==> src/logic/cieec_pkg.sv <==
`default_nettype none
package cieec_pkg;
   // register byte offsets on the wishbone slave
   localparam logic [7:0] OFS_ENABLE  = 8'h00;
   localparam logic [7:0] OFS_FLAGS   = 8'h04;
   localparam logic [7:0] OFS_CAPTURE = 8'h08;
   localparam logic [7:0] OFS_COMMAND = 8'h0C;

   // enable and flag bit positions, shared by both registers
   localparam int BIT_RX_PENDING = 0;
   localparam int BIT_TX_BUF1    = 1;
   localparam int BIT_ERR_WARN   = 2;
   localparam int BIT_OVERRUN    = 3;
   localparam int BIT_ERR_PASS   = 5;
   localparam int BIT_ARB_LOSS   = 6;
   localparam int BIT_BUS_FAULT  = 7;
   localparam int BIT_IDENT_RX   = 8;
   localparam int BIT_TX_BUF2    = 9;
   localparam int BIT_TX_BUF3    = 10;
   localparam int NUM_BITS       = 11;
   localparam logic [10:0] IE_MASK  = 11'h7EF;
   localparam logic [10:0] IE_RESET = 11'h000;

   // capture register layout
   localparam int CAP_POS_LSB  = 0;
   localparam int CAP_KIND_LSB = 6;
   // command register: release receive buffer
   localparam int CMD_RELEASE_BIT = 0;

   // bus error kinds
   localparam logic [1:0] KIND_BIT   = 2'h0;
   localparam logic [1:0] KIND_FORM  = 2'h1;
   localparam logic [1:0] KIND_STUFF = 2'h2;
   localparam logic [1:0] KIND_OTHER = 2'h3;

   // frame position codes
   localparam logic [4:0] POS_ID_28_21   = 5'h02;
   localparam logic [4:0] POS_SOF        = 5'h03;
   localparam logic [4:0] POS_RTR_STD    = 5'h04;
   localparam logic [4:0] POS_IDE        = 5'h05;
   localparam logic [4:0] POS_ID_17_13   = 5'h07;
   localparam logic [4:0] POS_CRC        = 5'h08;
   localparam logic [4:0] POS_RSV_BIT0   = 5'h09;
   localparam logic [4:0] POS_DATA       = 5'h0A;
   localparam logic [4:0] POS_DLC        = 5'h0B;
   localparam logic [4:0] POS_RTR_EXT    = 5'h0C;
   localparam logic [4:0] POS_RSV_BIT1   = 5'h0D;
   localparam logic [4:0] POS_ID_4_0     = 5'h0E;
   localparam logic [4:0] POS_ID_12_5    = 5'h0F;
   localparam logic [4:0] POS_ACT_FLAG   = 5'h11;
   localparam logic [4:0] POS_INTERMISS  = 5'h12;
   localparam logic [4:0] POS_TOL_DOM    = 5'h13;
   localparam logic [4:0] POS_PASS_FLAG  = 5'h16;
   localparam logic [4:0] POS_ERR_DELIM  = 5'h17;
   localparam logic [4:0] POS_CRC_DELIM  = 5'h18;
   localparam logic [4:0] POS_ACK_SLOT   = 5'h19;
   localparam logic [4:0] POS_EOF        = 5'h1A;
   localparam logic [4:0] POS_ACK_DELIM  = 5'h1B;
   localparam logic [4:0] POS_OVL_FLAG   = 5'h1C;
   // one bit per code, set where the code names a frame position
   localparam logic [31:0] POS_VALID_MASK = 32'h1FCEFFBC;
   localparam logic [4:0]  POS_RESET      = POS_SOF;
endpackage
`default_nettype wire

==> src/logic/cieec_core.sv <==
`timescale 1ns/1ps
`default_nettype none
module cieec_core (
   // clock and reset
   input  wire logic        clock_in,
   input  wire logic        reset_in,
   // wishbone slave
   input  wire logic        wb_cyc_in,
   input  wire logic        wb_stb_in,
   input  wire logic        wb_we_in,
   input  wire logic [7:0]  wb_adr_in,
   input  wire logic [3:0]  wb_sel_in,
   input  wire logic [31:0] wb_dat_in,
   output logic      [31:0] wb_dat_out,
   output logic             wb_ack_out,
   // protocol engine events and status
   input  wire logic [2:0]  tx_released_in,
   input  wire logic        ident_rx_in,
   input  wire logic        bus_err_in,
   input  wire logic [1:0]  bus_err_kind_in,
   input  wire logic [4:0]  bus_err_pos_in,
   input  wire logic        arb_lost_in,
   input  wire logic        err_passive_in,
   input  wire logic        overrun_in,
   input  wire logic        err_status_in,
   input  wire logic        bus_off_in,
   input  wire logic        rx_nonempty_in,
   // outputs to the rest of the controller
   output logic             rx_release_out,
   output logic [10:0]      irq_flags_out,
   output logic [1:0]       bus_error_kind_out,
   output logic [4:0]       error_position_code_out
);

   ////////////////////////////////////////////////////////////////////
   // bus timing, as the rest of the controller sees it
   // - a request is taken on the edge where cyc and stb are high and ack is low
   // - ack follows one cycle later and lasts exactly one cycle
   // - the master must drop stb for a cycle after ack, or the same
   //   request is taken again; a wasted cycle buys a simpler slave
   // - read data is latched at the take edge and holds until the next read
   // - unmapped offsets read as zero and swallow writes, but are still acked,
   //   so a stray access can never stall the bus
   //
   // event timing
   // - pulse sources (ident, bus error, arbitration, overrun) count each
   //   high cycle; the engine must not stretch them
   // - level sources (tx release, passive, warning) are compared with their
   //   value one cycle earlier; the trackers reset low, so a level already
   //   high after reset shows one edge, which the cleared enables mask
   // - a flag is set one cycle after its event, only if the enable was
   //   already one at the event; events seen while disabled are forgotten
   // - reading the flag register clears every flag but the receive flag;
   //   an event in that same cycle wins, so no event is lost to a read
   //
   // receive flag
   // - not sticky: it follows buffer level and enable
   // - a release command forces it low for two cycles, which gives the
   //   buffer time to move on before its level is trusted again
   //
   // capture
   // - kind is stored on every bus error
   // - position is stored only for a code that names a frame position;
   //   a reserved code keeps the previous one, so software never reads one

   typedef struct packed {
      logic [10:0] can_interrupt_enable;
      logic [10:0] flags;
      logic [1:0]  bus_error_kind;
      logic [4:0]  error_position_code;
      logic [2:0]  tx_prev;
      logic        passive_prev;
      logic        status_prev;
      logic        bus_off_prev;
      logic        rx_hold;
      logic        rx_release;
      logic        ack;
      logic [31:0] rdata;
   } cieec_state_s;

   cieec_state_s state_reg;
   cieec_state_s state_next;

   ////////////////////////////////////////////////////////////////////
   // event vector, one entry per flag position
   logic [10:0] event_hit;
   always_comb begin
      event_hit = 11'h000;
      // transmit buffers: only the rising edge of the release level counts
      event_hit[cieec_pkg::BIT_TX_BUF3] = tx_released_in[2] & ~state_reg.tx_prev[2];
      event_hit[cieec_pkg::BIT_TX_BUF2] = tx_released_in[1] & ~state_reg.tx_prev[1];
      event_hit[cieec_pkg::BIT_TX_BUF1] = tx_released_in[0] & ~state_reg.tx_prev[0];
      // pulse sources: every high cycle is one event
      event_hit[cieec_pkg::BIT_IDENT_RX]  = ident_rx_in;
      event_hit[cieec_pkg::BIT_BUS_FAULT] = bus_err_in;
      event_hit[cieec_pkg::BIT_ARB_LOSS]  = arb_lost_in;
      // either direction of the passive state counts
      event_hit[cieec_pkg::BIT_ERR_PASS] = err_passive_in ^ state_reg.passive_prev;
      event_hit[cieec_pkg::BIT_OVERRUN]  = overrun_in;
      event_hit[cieec_pkg::BIT_ERR_WARN] = (err_status_in ^ state_reg.status_prev)
                                         | (bus_off_in ^ state_reg.bus_off_prev);
      // level source, held off for one cycle after a release so the buffer can update
      event_hit[cieec_pkg::BIT_RX_PENDING] = rx_nonempty_in & ~state_reg.rx_hold;
   end

   ////////////////////////////////////////////////////////////////////
   // bus decode
   // a request already acked is not taken again; this keeps one access
   // to one ack even if the master is slow to drop stb, as long as it
   // drops it in the cycle after ack, before the next request
   logic take;
   logic is_write;
   logic is_read;
   logic [31:0] wmask;
   always_comb begin
      take     = wb_cyc_in & wb_stb_in & ~state_reg.ack;
      is_write = take & wb_we_in;
      is_read  = take & ~wb_we_in;
      wmask    = {{8{wb_sel_in[3]}}, {8{wb_sel_in[2]}}, {8{wb_sel_in[1]}}, {8{wb_sel_in[0]}}};
   end

   ////////////////////////////////////////////////////////////////////
   // frame position decode; every code that names a position is listed,
   // the reserved ones fall to the default so they can never be captured
   logic pos_defined;
   always_comb begin
      case (bus_err_pos_in)
         cieec_pkg::POS_SOF,
         cieec_pkg::POS_DLC,
         cieec_pkg::POS_DATA,
         cieec_pkg::POS_CRC: begin
            pos_defined = 1'b1;
         end
         cieec_pkg::POS_ID_28_21,
         cieec_pkg::POS_ID_17_13,
         cieec_pkg::POS_ID_4_0,
         cieec_pkg::POS_ID_12_5: begin
            pos_defined = 1'b1;
         end
         cieec_pkg::POS_RTR_STD,
         cieec_pkg::POS_RTR_EXT: begin
            pos_defined = 1'b1;
         end
         cieec_pkg::POS_ACT_FLAG,
         cieec_pkg::POS_PASS_FLAG,
         cieec_pkg::POS_OVL_FLAG: begin
            pos_defined = 1'b1;
         end
         cieec_pkg::POS_IDE,
         cieec_pkg::POS_RSV_BIT0,
         cieec_pkg::POS_RSV_BIT1,
         cieec_pkg::POS_INTERMISS,
         cieec_pkg::POS_TOL_DOM,
         cieec_pkg::POS_ERR_DELIM,
         cieec_pkg::POS_CRC_DELIM,
         cieec_pkg::POS_ACK_SLOT,
         cieec_pkg::POS_EOF,
         cieec_pkg::POS_ACK_DELIM: begin
            pos_defined = 1'b1;
         end
         default: begin
            pos_defined = 1'b0;
         end
      endcase
   end

   ////////////////////////////////////////////////////////////////////
   // next state
   // priority inside one cycle, lowest first:
   // - hold everything, then track the level inputs
   // - bus read latches data, bus writes update enable or command
   // - flag clear by read, then flag set by event, so the set wins
   // - capture on a bus error, independent of the bus
   always_comb begin
      state_next = state_reg;
      state_next.ack = take;
      state_next.tx_prev      = tx_released_in;
      state_next.passive_prev = err_passive_in;
      state_next.status_prev  = err_status_in;
      state_next.bus_off_prev = bus_off_in;
      state_next.rx_release   = 1'b0;
      state_next.rx_hold      = 1'b0;

      // read data is latched at the take edge; unmapped reads give zero
      // map: enable at the first word, flags at the second, capture at
      // the third; the command word is write only and reads as zero
      if (is_read) begin
         case (wb_adr_in)
            cieec_pkg::OFS_ENABLE: begin
               state_next.rdata = {21'h0, state_reg.can_interrupt_enable};
            end
            cieec_pkg::OFS_FLAGS: begin
               state_next.rdata = {21'h0, state_reg.flags};
            end
            cieec_pkg::OFS_CAPTURE: begin
               state_next.rdata = 32'h00000000;
               state_next.rdata[cieec_pkg::CAP_POS_LSB +: 5]  = state_reg.error_position_code;
               state_next.rdata[cieec_pkg::CAP_KIND_LSB +: 2] = state_reg.bus_error_kind;
            end
            default: begin
               state_next.rdata = 32'h00000000;
            end
         endcase
      end

      // enable writes honour byte lanes; reserved bits never store
      if (is_write && wb_adr_in == cieec_pkg::OFS_ENABLE) begin
         state_next.can_interrupt_enable =
            (state_reg.can_interrupt_enable & ~wmask[10:0])
            | (wb_dat_in[10:0] & wmask[10:0] & cieec_pkg::IE_MASK);
      end

      // release receive buffer command
      if (is_write && wb_adr_in == cieec_pkg::OFS_COMMAND
          && wb_sel_in[0] && wb_dat_in[cieec_pkg::CMD_RELEASE_BIT]) begin
         state_next.rx_release = 1'b1;
         state_next.rx_hold    = 1'b1;
      end

      // flag update: read clears all but the receive flag, a new event wins
      // the enable is the one held before this edge, so an enable write
      // and an event in one cycle do not set the flag
      for (int i = 0; i < cieec_pkg::NUM_BITS; i++) begin
         if (i == cieec_pkg::BIT_RX_PENDING) begin
            // receive flag follows the buffer level, dropped on release
            state_next.flags[i] = event_hit[i] & state_reg.can_interrupt_enable[i]
                                & ~state_next.rx_hold;
         end else begin
            if (is_read && wb_adr_in == cieec_pkg::OFS_FLAGS) begin
               state_next.flags[i] = 1'b0;
            end
            if (event_hit[i] && state_reg.can_interrupt_enable[i]) begin
               state_next.flags[i] = 1'b1;
            end
         end
      end

      // capture kind and position; reserved positions leave the field alone
      if (bus_err_in) begin
         state_next.bus_error_kind = bus_err_kind_in;
         if (pos_defined) begin
            state_next.error_position_code = bus_err_pos_in;
         end
      end
   end

   ////////////////////////////////////////////////////////////////////
   // state register
   // reset is synchronous; every field gets a constant so nothing leaks
   // from before reset, and the edge trackers start low, matching an
   // idle engine
   always_ff @(posedge clock_in) begin
      if (reset_in) begin
         state_reg <= '0;
         state_reg.can_interrupt_enable <= cieec_pkg::IE_RESET;
         state_reg.error_position_code  <= cieec_pkg::POS_RESET;
         state_reg.bus_error_kind       <= cieec_pkg::KIND_BIT;
      end else begin
         state_reg <= state_next;
      end
   end

   // outputs straight from the state register
   assign wb_dat_out              = state_reg.rdata;
   assign wb_ack_out              = state_reg.ack;
   assign rx_release_out          = state_reg.rx_release;
   assign irq_flags_out           = state_reg.flags;
   assign bus_error_kind_out      = state_reg.bus_error_kind;
   assign error_position_code_out = state_reg.error_position_code;

endmodule
`default_nettype wire

==> config.mk <==
export PLATFORM = sky130hd
export DESIGN_NAME = cieec_core
export DESIGN_NICKNAME = d
export VERILOG_FILES = /design/src/logic/cieec_pkg.sv /design/src/logic/cieec_core.sv
export SDC_FILE = /design/constraint.sdc
export NUM_CORES = 1
export LEC_CHECK = 0
export ABC_AREA = 1
export ABC_CLOCK_PERIOD_IN_PS = 2100
export BUFFER_PORTS_ARGS = -buffer_cell sky130_fd_sc_hd__buf_2
export CAP_MARGIN = 25
export CELL_PAD_IN_SITES_DETAIL_PLACEMENT = 1
export CELL_PAD_IN_SITES_GLOBAL_PLACEMENT = 1
export CORE_ASPECT_RATIO = 1.4
export CORE_UTILIZATION = 34
export DETAILED_ROUTE_END_ITERATION = 7
export PLACE_DENSITY = 0.92
export SETUP_SLACK_MARGIN = 0.15
export SYNTH_ARGS = -nofsm -noshare
export SYNTH_HDL_FRONTEND = slang
export SYNTH_SLANG_ARGS = --single-unit
export TNS_END_PERCENT = 100
==> constraint.sdc <==
create_clock -name clock_in -period 2.1 [get_ports clock_in]
set_input_delay 0.21 -clock clock_in [delete_from_list [all_inputs] [get_ports clock_in]]
set_output_delay 0.21 -clock clock_in [all_outputs]
set_load 0.03 [all_outputs]
==> results.sh, run 1 <==
export IMPL_coreArea_um2=6980
export IMPL_p_leak_nw=1.31
export IMPL_cts_sinks=47
export IMPL_min_period_ns=1.48
export IMPL_grt_pass1_vias=2200
export IMPL_powerDensity_nw_per_um2=644
export IMPL_tns_ns=0
export IMPL_vias_per_cell=4.54
export IMPL_yosys_cell_types_count=25
export IMPL_cts_tree="done"
export IMPL_fin_util=0.386
export IMPL_start_util=0.351
export IMPL_root_buffer="clkbuf_8"
export IMPL_post_cts_buffers=0
export IMPL_ctsResizeCount=0
export IMPL_setup_ws_ns=0.621
export IMPL_worstPathMaxFanout=9
export IMPL_pre_cts_ws_ns=0.545
export IMPL_setup_viol=0
export IMPL_ys_seq_area_frac=0.384
export IMPL_skew_ns=0.00723
export IMPL_cts_buffers=5
export IMPL_hold_viol=0
export IMPL_diodes=0
export IMPL_r2r_end="irq_flags_out[9]$_SDFFE_PP0P_"
export IMPL_run_status="finished, final reports clean"
export IMPL_min_period_over_period=0.704
export IMPL_maxCapViolCount=0
export IMPL_holdPathEnd="bus_error_kind_out[0]$_SDFFE_PP0P_"
export IMPL_synth_area_leaders="dfxtp_1 38%, buf_4 16%, nand2_1 12%"
export IMPL_min_delay_start="bus_err_kind_in[0]"
export IMPL_syn_inst=337
export IMPL_grt_use_total=0.174
export IMPL_postCtsHoldBufs=0
export IMPL_yosysTopAreaCellShare=0.384
export IMPL_rows=36
export IMPL_drive_gt1_frac=0.262
export IMPL_grt_overflow_total=0
export IMPL_max_clock_freq_mhz=676
export IMPL_worstRegToRegCells=5
export IMPL_die_area_um2=7550
export IMPL_rsz0062_at_grt="no"
export IMPL_yosysTopAreaCell="dfxtp_1"
export IMPL_htreeDepth=2
export IMPL_critical_path_class="register to register"
export IMPL_reg2reg_setup_slack_ns=0.62
export IMPL_pin_count=119
export IMPL_critPathRequiredTime_ns=2.28
export IMPL_via_count=2161
export IMPL_clk_pin_slew_worst_paths_ns=0.09
export IMPL_rr_startpoint="wb_ack_out$_SDFF_PP0_"
export IMPL_antenna_found_initial=0
export IMPL_start_kind="register"
export IMPL_vdd_drop_max_mv=0.328
export IMPL_synth_area_per_cell_um2=7.26
export IMPL_worstPathArrival_ns=1.66
export IMPL_total_power_mw=1.73
export IMPL_post_drt_wl_per_cell_um=12.8
export IMPL_clockBufferDepth=2
export IMPL_fill_cells=919
export IMPL_die_h_um=102
export IMPL_die_w_um=73.7
export IMPL_yosysWarnings=0
export IMPL_first_pass_iters=4
export IMPL_grt_start_max_net_pins=23
export IMPL_gp_congestion=0.767
export IMPL_area_growth_pct=10.1
export IMPL_place_hpwl_mm=4.80
export IMPL_endpoint_kind="register"
export IMPL_clock_latency_ns=0.30
export IMPL_grt_pass1_wl_mm=10.0
export IMPL_layout_nets=447
export IMPL_drc=0
export IMPL_synth_seq_cells=47
export IMPL_maxSlewViolCount=0
export IMPL_setup_worst_path_start="wb_ack_out$_SDFF_PP0_"
export IMPL_ant_nets=0
export IMPL_drtIter0Drc=53
export IMPL_hold_class="primary input to register"
export IMPL_postRouteWirelength_mm=6.08
export IMPL_port_buffers=72
export IMPL_whs_path_depth=3
export IMPL_netlist_area_um2=2450
==> metrics by stage <==
| step | hold slack, ns | std cells | instance area, um2 |
|---|---|---|---|
| final | 0.123 | 476 | 2700 |
| after global routing | 0.120 | 476 | 2700 |
| after CTS | 0.117 | 476 | 2700 |
| after detailed placement | 0.440 | 468 | 2600 |
| after global placement | 0.424 | 468 | 2600 |
| after floorplan | 0.317 | 358 | 2530 |
==> layout make-up <==
cell class / count / area, um2 / share of cell area
clock buffer: 6 / 82.6 / 0.0306
inverter: 30 / 114 / 0.0422
tap: 95 / 119 / 0.0441
timing repair buffer: 77 / 398 / 0.148
sequential: 47 / 941 / 0.349
multi-input combinational: 219 / 1020 / 0.380
clock inverter: 2 / 16.3 / 0.00604
==> cells by family after synthesis <==
| logic type | after synthesis | share of synthesized area |
|---|---|---|
| buf+inv | 92 | 0.229 |
| xor+xnor | 3 | 0.0107 |
| other cells | 1 | 0.00153 |
| flops | 47 | 0.384 |
| compound gates | 41 | 0.0890 |
| simple gates | 153 | 0.285 |
==> routing by layer <==
| layer | share of wire | global-route usage | up-vias |
|---|---|---|---|
| li1 | - | - | 1072 |
| met1 | 0.41 | 0.191 | 1007 |
| met2 | 0.52 | 0.324 | 71 |
| met3 | 0.039 | 0.0266 | 11 |
| met4 | 0.027 | 0.0740 | 0 |
| met5 | 0 | 0 | - |
==> worst max path at each step <==
stage	cells past startpoint	end
floorplan	6	wb_dat_out[6]$_SDFFE_PP0P_
global placement	9	wb_dat_out[1]$_SDFFE_PP0P_
detailed placement	9	wb_dat_out[1]$_SDFFE_PP0P_
CTS	5	irq_flags_out[9]$_SDFFE_PP0P_
global route	5	irq_flags_out[1]$_SDFFE_PP0P_
finish	5	irq_flags_out[9]$_SDFFE_PP0P_
==> worst max-delay path, cell delays in order, from the launching register on <==
cell and delay [ns]:
dfxtp_1 0.31, nand3b_4 0.16, nor2_1 0.36, nand3_2 0.32, nand2_1 0.13, a21oi_1 0.08
==> placed cells by master, fill, tap and decap left out <==
master      count
a21oi_1        31
a21oi_2         1
a31oi_1         1
buf_2          72
buf_4           5
clkbuf_8        6
clkinv_2        1
clkinv_4        1
clkinvlp_4      1
conb_1         22
dfxtp_1        47
inv_1          29
nand2_1        81
nand2_2         3
nand3_1        29
nand3_2         4
nand3_4         1
nand3b_4        1
nand4_1         5
nor2_1         26
nor2_2          2
nor2_4          1
o211ai_2        1
o21ai_0         7
xor2_1          3
==> synthesized netlist by cell type <==
| library cell | n |
|---|---|
| nand3_2 | 4 |
| nand2_2 | 3 |
| o211ai_2 | 1 |
| nand4_1 | 5 |
| dfxtp_1 | 47 |
| conb_1 | 1 |
| buf_4 | 52 |
| nand3_4 | 1 |
| nor2_1 | 26 |
| a21oi_1 | 31 |
| nand3_1 | 29 |
| inv_1 | 29 |
| nand2_1 | 81 |
| buf_1 | 1 |
| buf_6 | 2 |
| clkinv_2 | 1 |
| nor2_4 | 1 |
| a21oi_2 | 1 |
| nand3b_4 | 1 |
| o21ai_0 | 7 |
| a31oi_1 | 1 |
| nor2_2 | 2 |
| buf_2 | 3 |
| xor2_1 | 3 |
| clkbuf_1 | 4 |
==> power breakdown <==
group / total (mW) / internal [mW] / leakage, nW / switching [mW]
clock network: 0.586 / 0.269 / 0.0474 / 0.317
registers: 0.919 / 0.909 / 0.382 / 0.0106
logic: 0.230 / 0.0645 / 0.883 / 0.166
Power figures use the tool's default switching activity.
==> run 2, diff against run 1 <==
--- a/config.mk
+++ b/config.mk
@@ -5,16 +5,16 @@
 export SDC_FILE = /design/constraint.sdc
 export NUM_CORES = 1
 export LEC_CHECK = 0
-export ABC_AREA = 1
-export ABC_CLOCK_PERIOD_IN_PS = 2100
+export ABC_AREA = 0
+export ABC_CLOCK_PERIOD_IN_PS = 1500
 export BUFFER_PORTS_ARGS = -buffer_cell sky130_fd_sc_hd__buf_2
 export CAP_MARGIN = 25
 export CELL_PAD_IN_SITES_DETAIL_PLACEMENT = 1
 export CELL_PAD_IN_SITES_GLOBAL_PLACEMENT = 1
 export CORE_ASPECT_RATIO = 1.4
-export CORE_UTILIZATION = 34
+export CORE_UTILIZATION = 33
 export DETAILED_ROUTE_END_ITERATION = 7
-export PLACE_DENSITY = 0.92
+export PLACE_DENSITY = 0.86
 export SETUP_SLACK_MARGIN = 0.15
 export SYNTH_ARGS = -nofsm -noshare
 export SYNTH_HDL_FRONTEND = slang
==> constraint.sdc (replaced) <==
create_clock -name clock_in -period 1.5 [get_ports clock_in]
set_input_delay 0.15 -clock clock_in [delete_from_list [all_inputs] [get_ports clock_in]]
set_output_delay 0.15 -clock clock_in [all_outputs]
set_load 0.03 [all_outputs]
==> results.sh, run 2 <==
export IMPL_final_cell_area_um2=2970
export IMPL_ys_flop_type="dfxtp_1"
export IMPL_synth_seq_cells=47
export IMPL_run_status="finished, final reports clean"
export IMPL_critical_path_max_stage_delay_ns=0.35
export IMPL_setup_ws_ns=0.0664
export IMPL_cp_slowest_cell="dfxtp_4"
export IMPL_powerDensity_nw_per_um2=815
export IMPL_synth_enable_flop_cells=0
export IMPL_die_area_um2=7680
export IMPL_dpl_cell_count=415
export IMPL_min_period_ns=1.43
export IMPL_gp_congestion=0.773
export IMPL_coreArea_um2=7030
export IMPL_die_h_um=103
export IMPL_netlist_area_um2=2420
export IMPL_cp_common_cell="buf_6"
export IMPL_synth_async_reset_ratio=0
export IMPL_yosys_cell_types_count=41
export IMPL_ys_top_cells_by_count="50 x buf_4, 47 x dfxtp_1, 27 x nand2_1"
export IMPL_post_drt_wl_per_cell_um=15.3
export IMPL_critical_path_class="register to register"
export IMPL_via_count=2079
export IMPL_clockBufferDepth=2
export IMPL_cts_tree="done"
export IMPL_critPathRequiredTime_ns=1.74
export IMPL_grt_overflow_total=0
export IMPL_place_hpwl_mm=4.96
export IMPL_tns_ns=0
export IMPL_cts_buffers=5
export IMPL_hold_viol=0
export IMPL_root_buffer="clkbuf_8"
export IMPL_yosysWarnings=0
export IMPL_fin_cells=429
export IMPL_cts_sinks=47
export IMPL_max_clock_freq_mhz=698
export IMPL_place_area_um2=2770
export IMPL_endpoint_kind="register"
export IMPL_grt_start_max_net_pins=17
export IMPL_synth_area_per_cell_um2=9.09
export IMPL_setup_viol=0
export IMPL_drtIter0Drc=92
export IMPL_drc=0
export IMPL_pre_cts_ws_ns=-0.0259
export IMPL_syn_inst=266
export IMPL_clk_pin_slew_worst_paths_ns=0.09
export IMPL_post_synth_top_count_cell="buf_4"
export IMPL_vdd_drop_max_mv=0.314
export IMPL_hold_worst_slack_ns=0.0593
export IMPL_hold_class="primary input to register"
export IMPL_postRouteWirelength_mm=6.57
export IMPL_layout_common_cells="72 x buf_2, 46 x dfxtp_1, 27 x nand2_1"
export IMPL_area_growth_pct=22.7
export IMPL_worstPathArrival_ns=1.67
export IMPL_pin_count=119
export IMPL_synth_area_leaders="dfxtp_1 39%, buf_4 16%, mux2i_1 5.4%"
export IMPL_grt_pass1_vias=2120
export IMPL_cp_cell_sequence="and3b_2 > nand4b_1 > buf_6 > nor2_4 > buf_6 > mux2i_1"
export IMPL_clock_latency_ns=0.31
export IMPL_ant_nets=0
export IMPL_skew_ns=0.00690
export IMPL_maxSlewViolCount=0
export IMPL_rows=36
export IMPL_first_pass_iters=4
export IMPL_ys_seq_area_frac=0.389
export IMPL_worstPathMaxFanout=5
export IMPL_postCtsHoldBufs=0
export IMPL_drive_gt1_frac=0.413
export IMPL_htreeDepth=2
export IMPL_min_period_over_period=0.956
export IMPL_p_leak_nw=1.36
export IMPL_layout_nets=400
export IMPL_yosysTopAreaCellShare=0.389
export IMPL_start_util=0.344
export IMPL_yosysTopAreaCell="dfxtp_1"
export IMPL_grt_pass1_wl_mm=9.87
export IMPL_rsz0062_at_grt="yes"
export IMPL_reg2reg_setup_slack_ns=0.07
export IMPL_maxCapViolCount=0
export IMPL_layout_commonest_cell="buf_2"
export IMPL_port_buffers=72
export IMPL_antenna_found_initial=0
export IMPL_grt_use_total=0.172
export IMPL_start_kind="register"
export IMPL_die_w_um=74.4
export IMPL_diodes=0
export IMPL_vias_per_cell=4.85
==> run 2: layer usage <==
layer,vias to the layer above,share of wire,GRT usage
met2,81,0.52,0.299
met1,978,0.38,0.184
li1,999,-,-
met3,21,0.057,0.0388
met4,0,0.044,0.115
met5,-,0,0
==> run 2: worst paths after layout <==
kind                                 start                            end  cells after the start
hold / removal                 arb_lost_in  irq_flags_out[6]$_SDFFE_PP0P_                      2
setup / recovery     wb_ack_out$_SDFF_PP0_                       register                      6
setup reg to reg     wb_ack_out$_SDFF_PP0_                       register                      6
hold reg to reg   state_reg[34]$_SDFF_PP0_    irq_flags_out[0]$_SDFF_PP0_                      1
==> run 2: cell type report <==
cell class              count  area, um2
clock buffers               7       76.3
clock inverters             1       5.00
fillers                   885       4060
inverters                   7       26.3
multi-input cells         174       1200
flip-flops and latches     47        945
well taps                  95        119
repair buffers             98        591
==> run 2: power by group <==
group | leakage [nW] | internal, mW | switching [mW] | total, mW
Sequential | 0.382 | 1.27 | 0.0161 | 1.28
Clock | 0.0422 | 0.328 | 0.417 | 0.744
Combinational | 0.933 | 0.134 | 0.253 | 0.387
==> run 2: timing repair <==
action / CTS / global route
cloned: 1 / 0
pin swaps: 5 / 8
buffers inserted: 1 / 4
hold endpoints to repair: 0 / 0
endpoints found under the setup margin: 23 / 31
resized for setup: 5 / 11
==> run 2: cells by family (layout without fill, tap and decap cells) <==
logic type | after synthesis | after routing | synth area share
compound gates | 52 | 53 | 0.158
xor+xnor | 3 | 3 | 0.0109
buf+inv | 67 | 113 | 0.182
flops | 47 | 47 | 0.389
mux | 17 | 17 | 0.0724
other cells | 1 | 22 | 0.00155
simple gates | 79 | 79 | 0.186
==> run 2: critical path, delay by kind of cell, from the launching register on <==
family / cells / cell delay, ns
AND/OR/NAND/NOR: 3 / 0.54
flip-flops: 1 / 0.35
buffers and inverters: 2 / 0.28
multiplexers: 1 / 0.18
==> run 2: metrics by stage <==
stage | total power [mW] | utilization
6_report | 2.42 | 0.422
2_1_floorplan | 1.59 | -
5_1_grt | 2.52 | 0.422
3_5_place_dp | 1.68 | 0.394
3_3_place_gp | 1.67 | 0.394
4_1_cts | 2.43 | 0.413
==> run 3, diff against run 2 <==
--- a/config.mk
+++ b/config.mk
@@ -7,14 +7,15 @@
 export LEC_CHECK = 0
 export ABC_AREA = 0
 export ABC_CLOCK_PERIOD_IN_PS = 1500
-export BUFFER_PORTS_ARGS = -buffer_cell sky130_fd_sc_hd__buf_2
 export CAP_MARGIN = 25
 export CELL_PAD_IN_SITES_DETAIL_PLACEMENT = 1
 export CELL_PAD_IN_SITES_GLOBAL_PLACEMENT = 1
 export CORE_ASPECT_RATIO = 1.4
-export CORE_UTILIZATION = 33
+export CORE_UTILIZATION = 45
 export DETAILED_ROUTE_END_ITERATION = 7
-export PLACE_DENSITY = 0.86
+export DONT_BUFFER_PORTS = 1
+export PLACE_DENSITY = 0.85
+export RECOVER_POWER = 50
 export SETUP_SLACK_MARGIN = 0.15
 export SYNTH_ARGS = -nofsm -noshare
 export SYNTH_HDL_FRONTEND = slang
==> results.sh, run 3 (synthesized netlist as in run 2, its figures left out) <==
export IMPL_critical_path_max_stage_delay_ns=0.36
export IMPL_maxCapViolCount=0
export IMPL_run_status="finished, final reports clean"
export IMPL_critPathRequiredTime_ns=1.70
export IMPL_grt_overflow_total=0
export IMPL_drc=0
export IMPL_tightest_slew_ns=0.533
export IMPL_area_growth_pct=13.5
export IMPL_htreeDepth=2
export IMPL_grt_pass1_wl_mm=9.76
export IMPL_cp_slowest_cell="dfxtp_4"
export IMPL_setup_viol=0
export IMPL_grt_start_max_net_pins=18
export IMPL_p_leak_nw=1.10
export IMPL_antenna_found_initial=0
export IMPL_pin_count=119
export IMPL_dpl_cell_count=316
export IMPL_die_w_um=64.0
export IMPL_critical_path_buf_inv_count=2
export IMPL_clock_latency_ns=0.30
export IMPL_drive_gt1_frac=0.204
export IMPL_layout_commonest_cell="dfxtp_1"
export IMPL_pre_cts_ws_ns=0.0323
export IMPL_grt_pass1_vias=2048
export IMPL_setup_ws_ns=0.0300
export IMPL_skew_ns=0.00961
export IMPL_worstPathMaxFanout=5
export IMPL_critical_path_top_delay_family="flip-flops"
export IMPL_rows=31
export IMPL_cp_cell_sequence="nor4bb_2 > buf_4 > a41oi_4 > buf_6 > a22o_1"
export IMPL_first_pass_iters=4
export IMPL_endpoint_kind="register"
export IMPL_routed_wl_met2_mm=3.46
export IMPL_slew_limit_headroom=0.643
export IMPL_drtIter0Drc=53
export IMPL_start_util=0.469
export IMPL_ant_nets=0
export IMPL_min_period_over_period=0.980
export IMPL_vdd_drop_max_mv=0.599
export IMPL_cts_sinks=47
export IMPL_maxSlewViolCount=0
export IMPL_die_h_um=88.7
export IMPL_coreArea_um2=5160
export IMPL_grt_use_total=0.228
export IMPL_diodes=0
export IMPL_wl_met3_um=427
export IMPL_hold_viol=0
export IMPL_total_power_mw=2.36
export IMPL_clockBufferDepth=2
export IMPL_top_layer_used="met4"
export IMPL_min_period_ns=1.47
export IMPL_clk_pin_slew_worst_paths_ns=0.09
export IMPL_tns_ns=0
export IMPL_layout_common_cells="46 x dfxtp_1, 27 x nand2_1, 23 x dlygate4sd3_1"
export IMPL_via_count=1884
export IMPL_layout_nets=350
export IMPL_root_buffer="clkbuf_8"
export IMPL_start_kind="register"
export IMPL_max_clock_freq_mhz=680
export IMPL_fin_util=0.532
export IMPL_fin_cells=350
export IMPL_wl_met1_mm=2.26
export IMPL_hold_class="primary input to register"
export IMPL_postRouteWirelength_mm=6.27
export IMPL_cts_buffers=5
export IMPL_die_area_um2=5680
export IMPL_worstPathArrival_ns=1.67
export IMPL_rsz0062_at_grt="yes"
export IMPL_gp_congestion=0.726
export IMPL_vias_per_cell=5.38
export IMPL_place_hpwl_mm=4.34
export IMPL_port_buffers=0
export IMPL_powerDensity_nw_per_um2=861
export IMPL_critical_path_class="register to register"
export IMPL_post_drt_wl_per_cell_um=17.9
export IMPL_cts_tree="done"
run 3: changes by cell type in the layout (fill, tap and decap cells not counted), moves of 3 or more:
| cell | before | now |
|---|---|---|
| buf_4 | 19 | 12 |
| dlygate4sd3_1 | 0 | 23 |
| buf_2 | 72 | 0 |
| clkbuf_1 | 2 | 8 |
| o21ai_1 | 4 | 1 |
| o21ai_0 | 9 | 12 |
run 3: where the power goes:
part	leakage, nW	switching (mW)	internal [mW]	total [mW]
Sequential	0.382	0.0131	1.27	1.28
Clock	0.0412	0.423	0.326	0.750
Combinational	0.680	0.207	0.125	0.332
Total	1.10	0.643	1.72	2.36
run 3: final cells by class:
class	instances	area, um2
clock buffers	6	72.6
clock inverters	2	12.5
fillers	617	2410
inverters	7	26.3
multi-input cells	173	1180
flip-flops and latches	47	945
well taps	66	82.6
repair buffers	49	425
run 3: worst register-to-register path, cell delays in order, from the launching register on:
cell	delay, ns
dfxtp_4	0.36
nor4bb_2	0.30
buf_4	0.18
a41oi_4	0.15
buf_6	0.17
a22o_1	0.21
run 3: path summary, 6_finish.rpt:
check                           slack, ns             startpoint  cells past startpoint                       endpoint
worst max-delay path                 0.03  wb_ack_out$_SDFF_PP0_                      5  irq_flags_out[8]$_SDFFE_PP0P_
worst min-delay path                 0.02               wb_we_in                      2       state_reg[34]$_SDFF_PP0_
worst max register to register       0.03  wb_ack_out$_SDFF_PP0_                      5  irq_flags_out[8]$_SDFFE_PP0P_
worst min register to register       0.49               register                      2    irq_flags_out[0]$_SDFF_PP0_
run 3: stage by stage:
step | hold slack, ns | cell area, um2
2_1_floorplan | 0.276 | 2540
3_3_place_gp | 0.223 | 2370
3_5_place_dp | 0.225 | 2370
4_1_cts | 0.00422 | 2730
5_1_grt | 0.00674 | 2750
6_report | 0.0152 | 2750
run 3: per-layer routing:
metal | track usage | vias up
met1 | 0.227 | 915
met4 | 0.0930 | 0
met3 | 0.0657 | 10
met2 | 0.438 | 72
li1 | - | 887
met5 | 0 | -
run 3: what timing repair did:
action | in CTS | in global routing
cloned | 0 | 0
hold buffers | 21 | 3
hold endpoints to repair | 30 | 3
setup endpoints to repair | 23 | 33
gates resized for setup | 7 | 8
buffers inserted | 3 | 0
pin swaps | 7 | 4
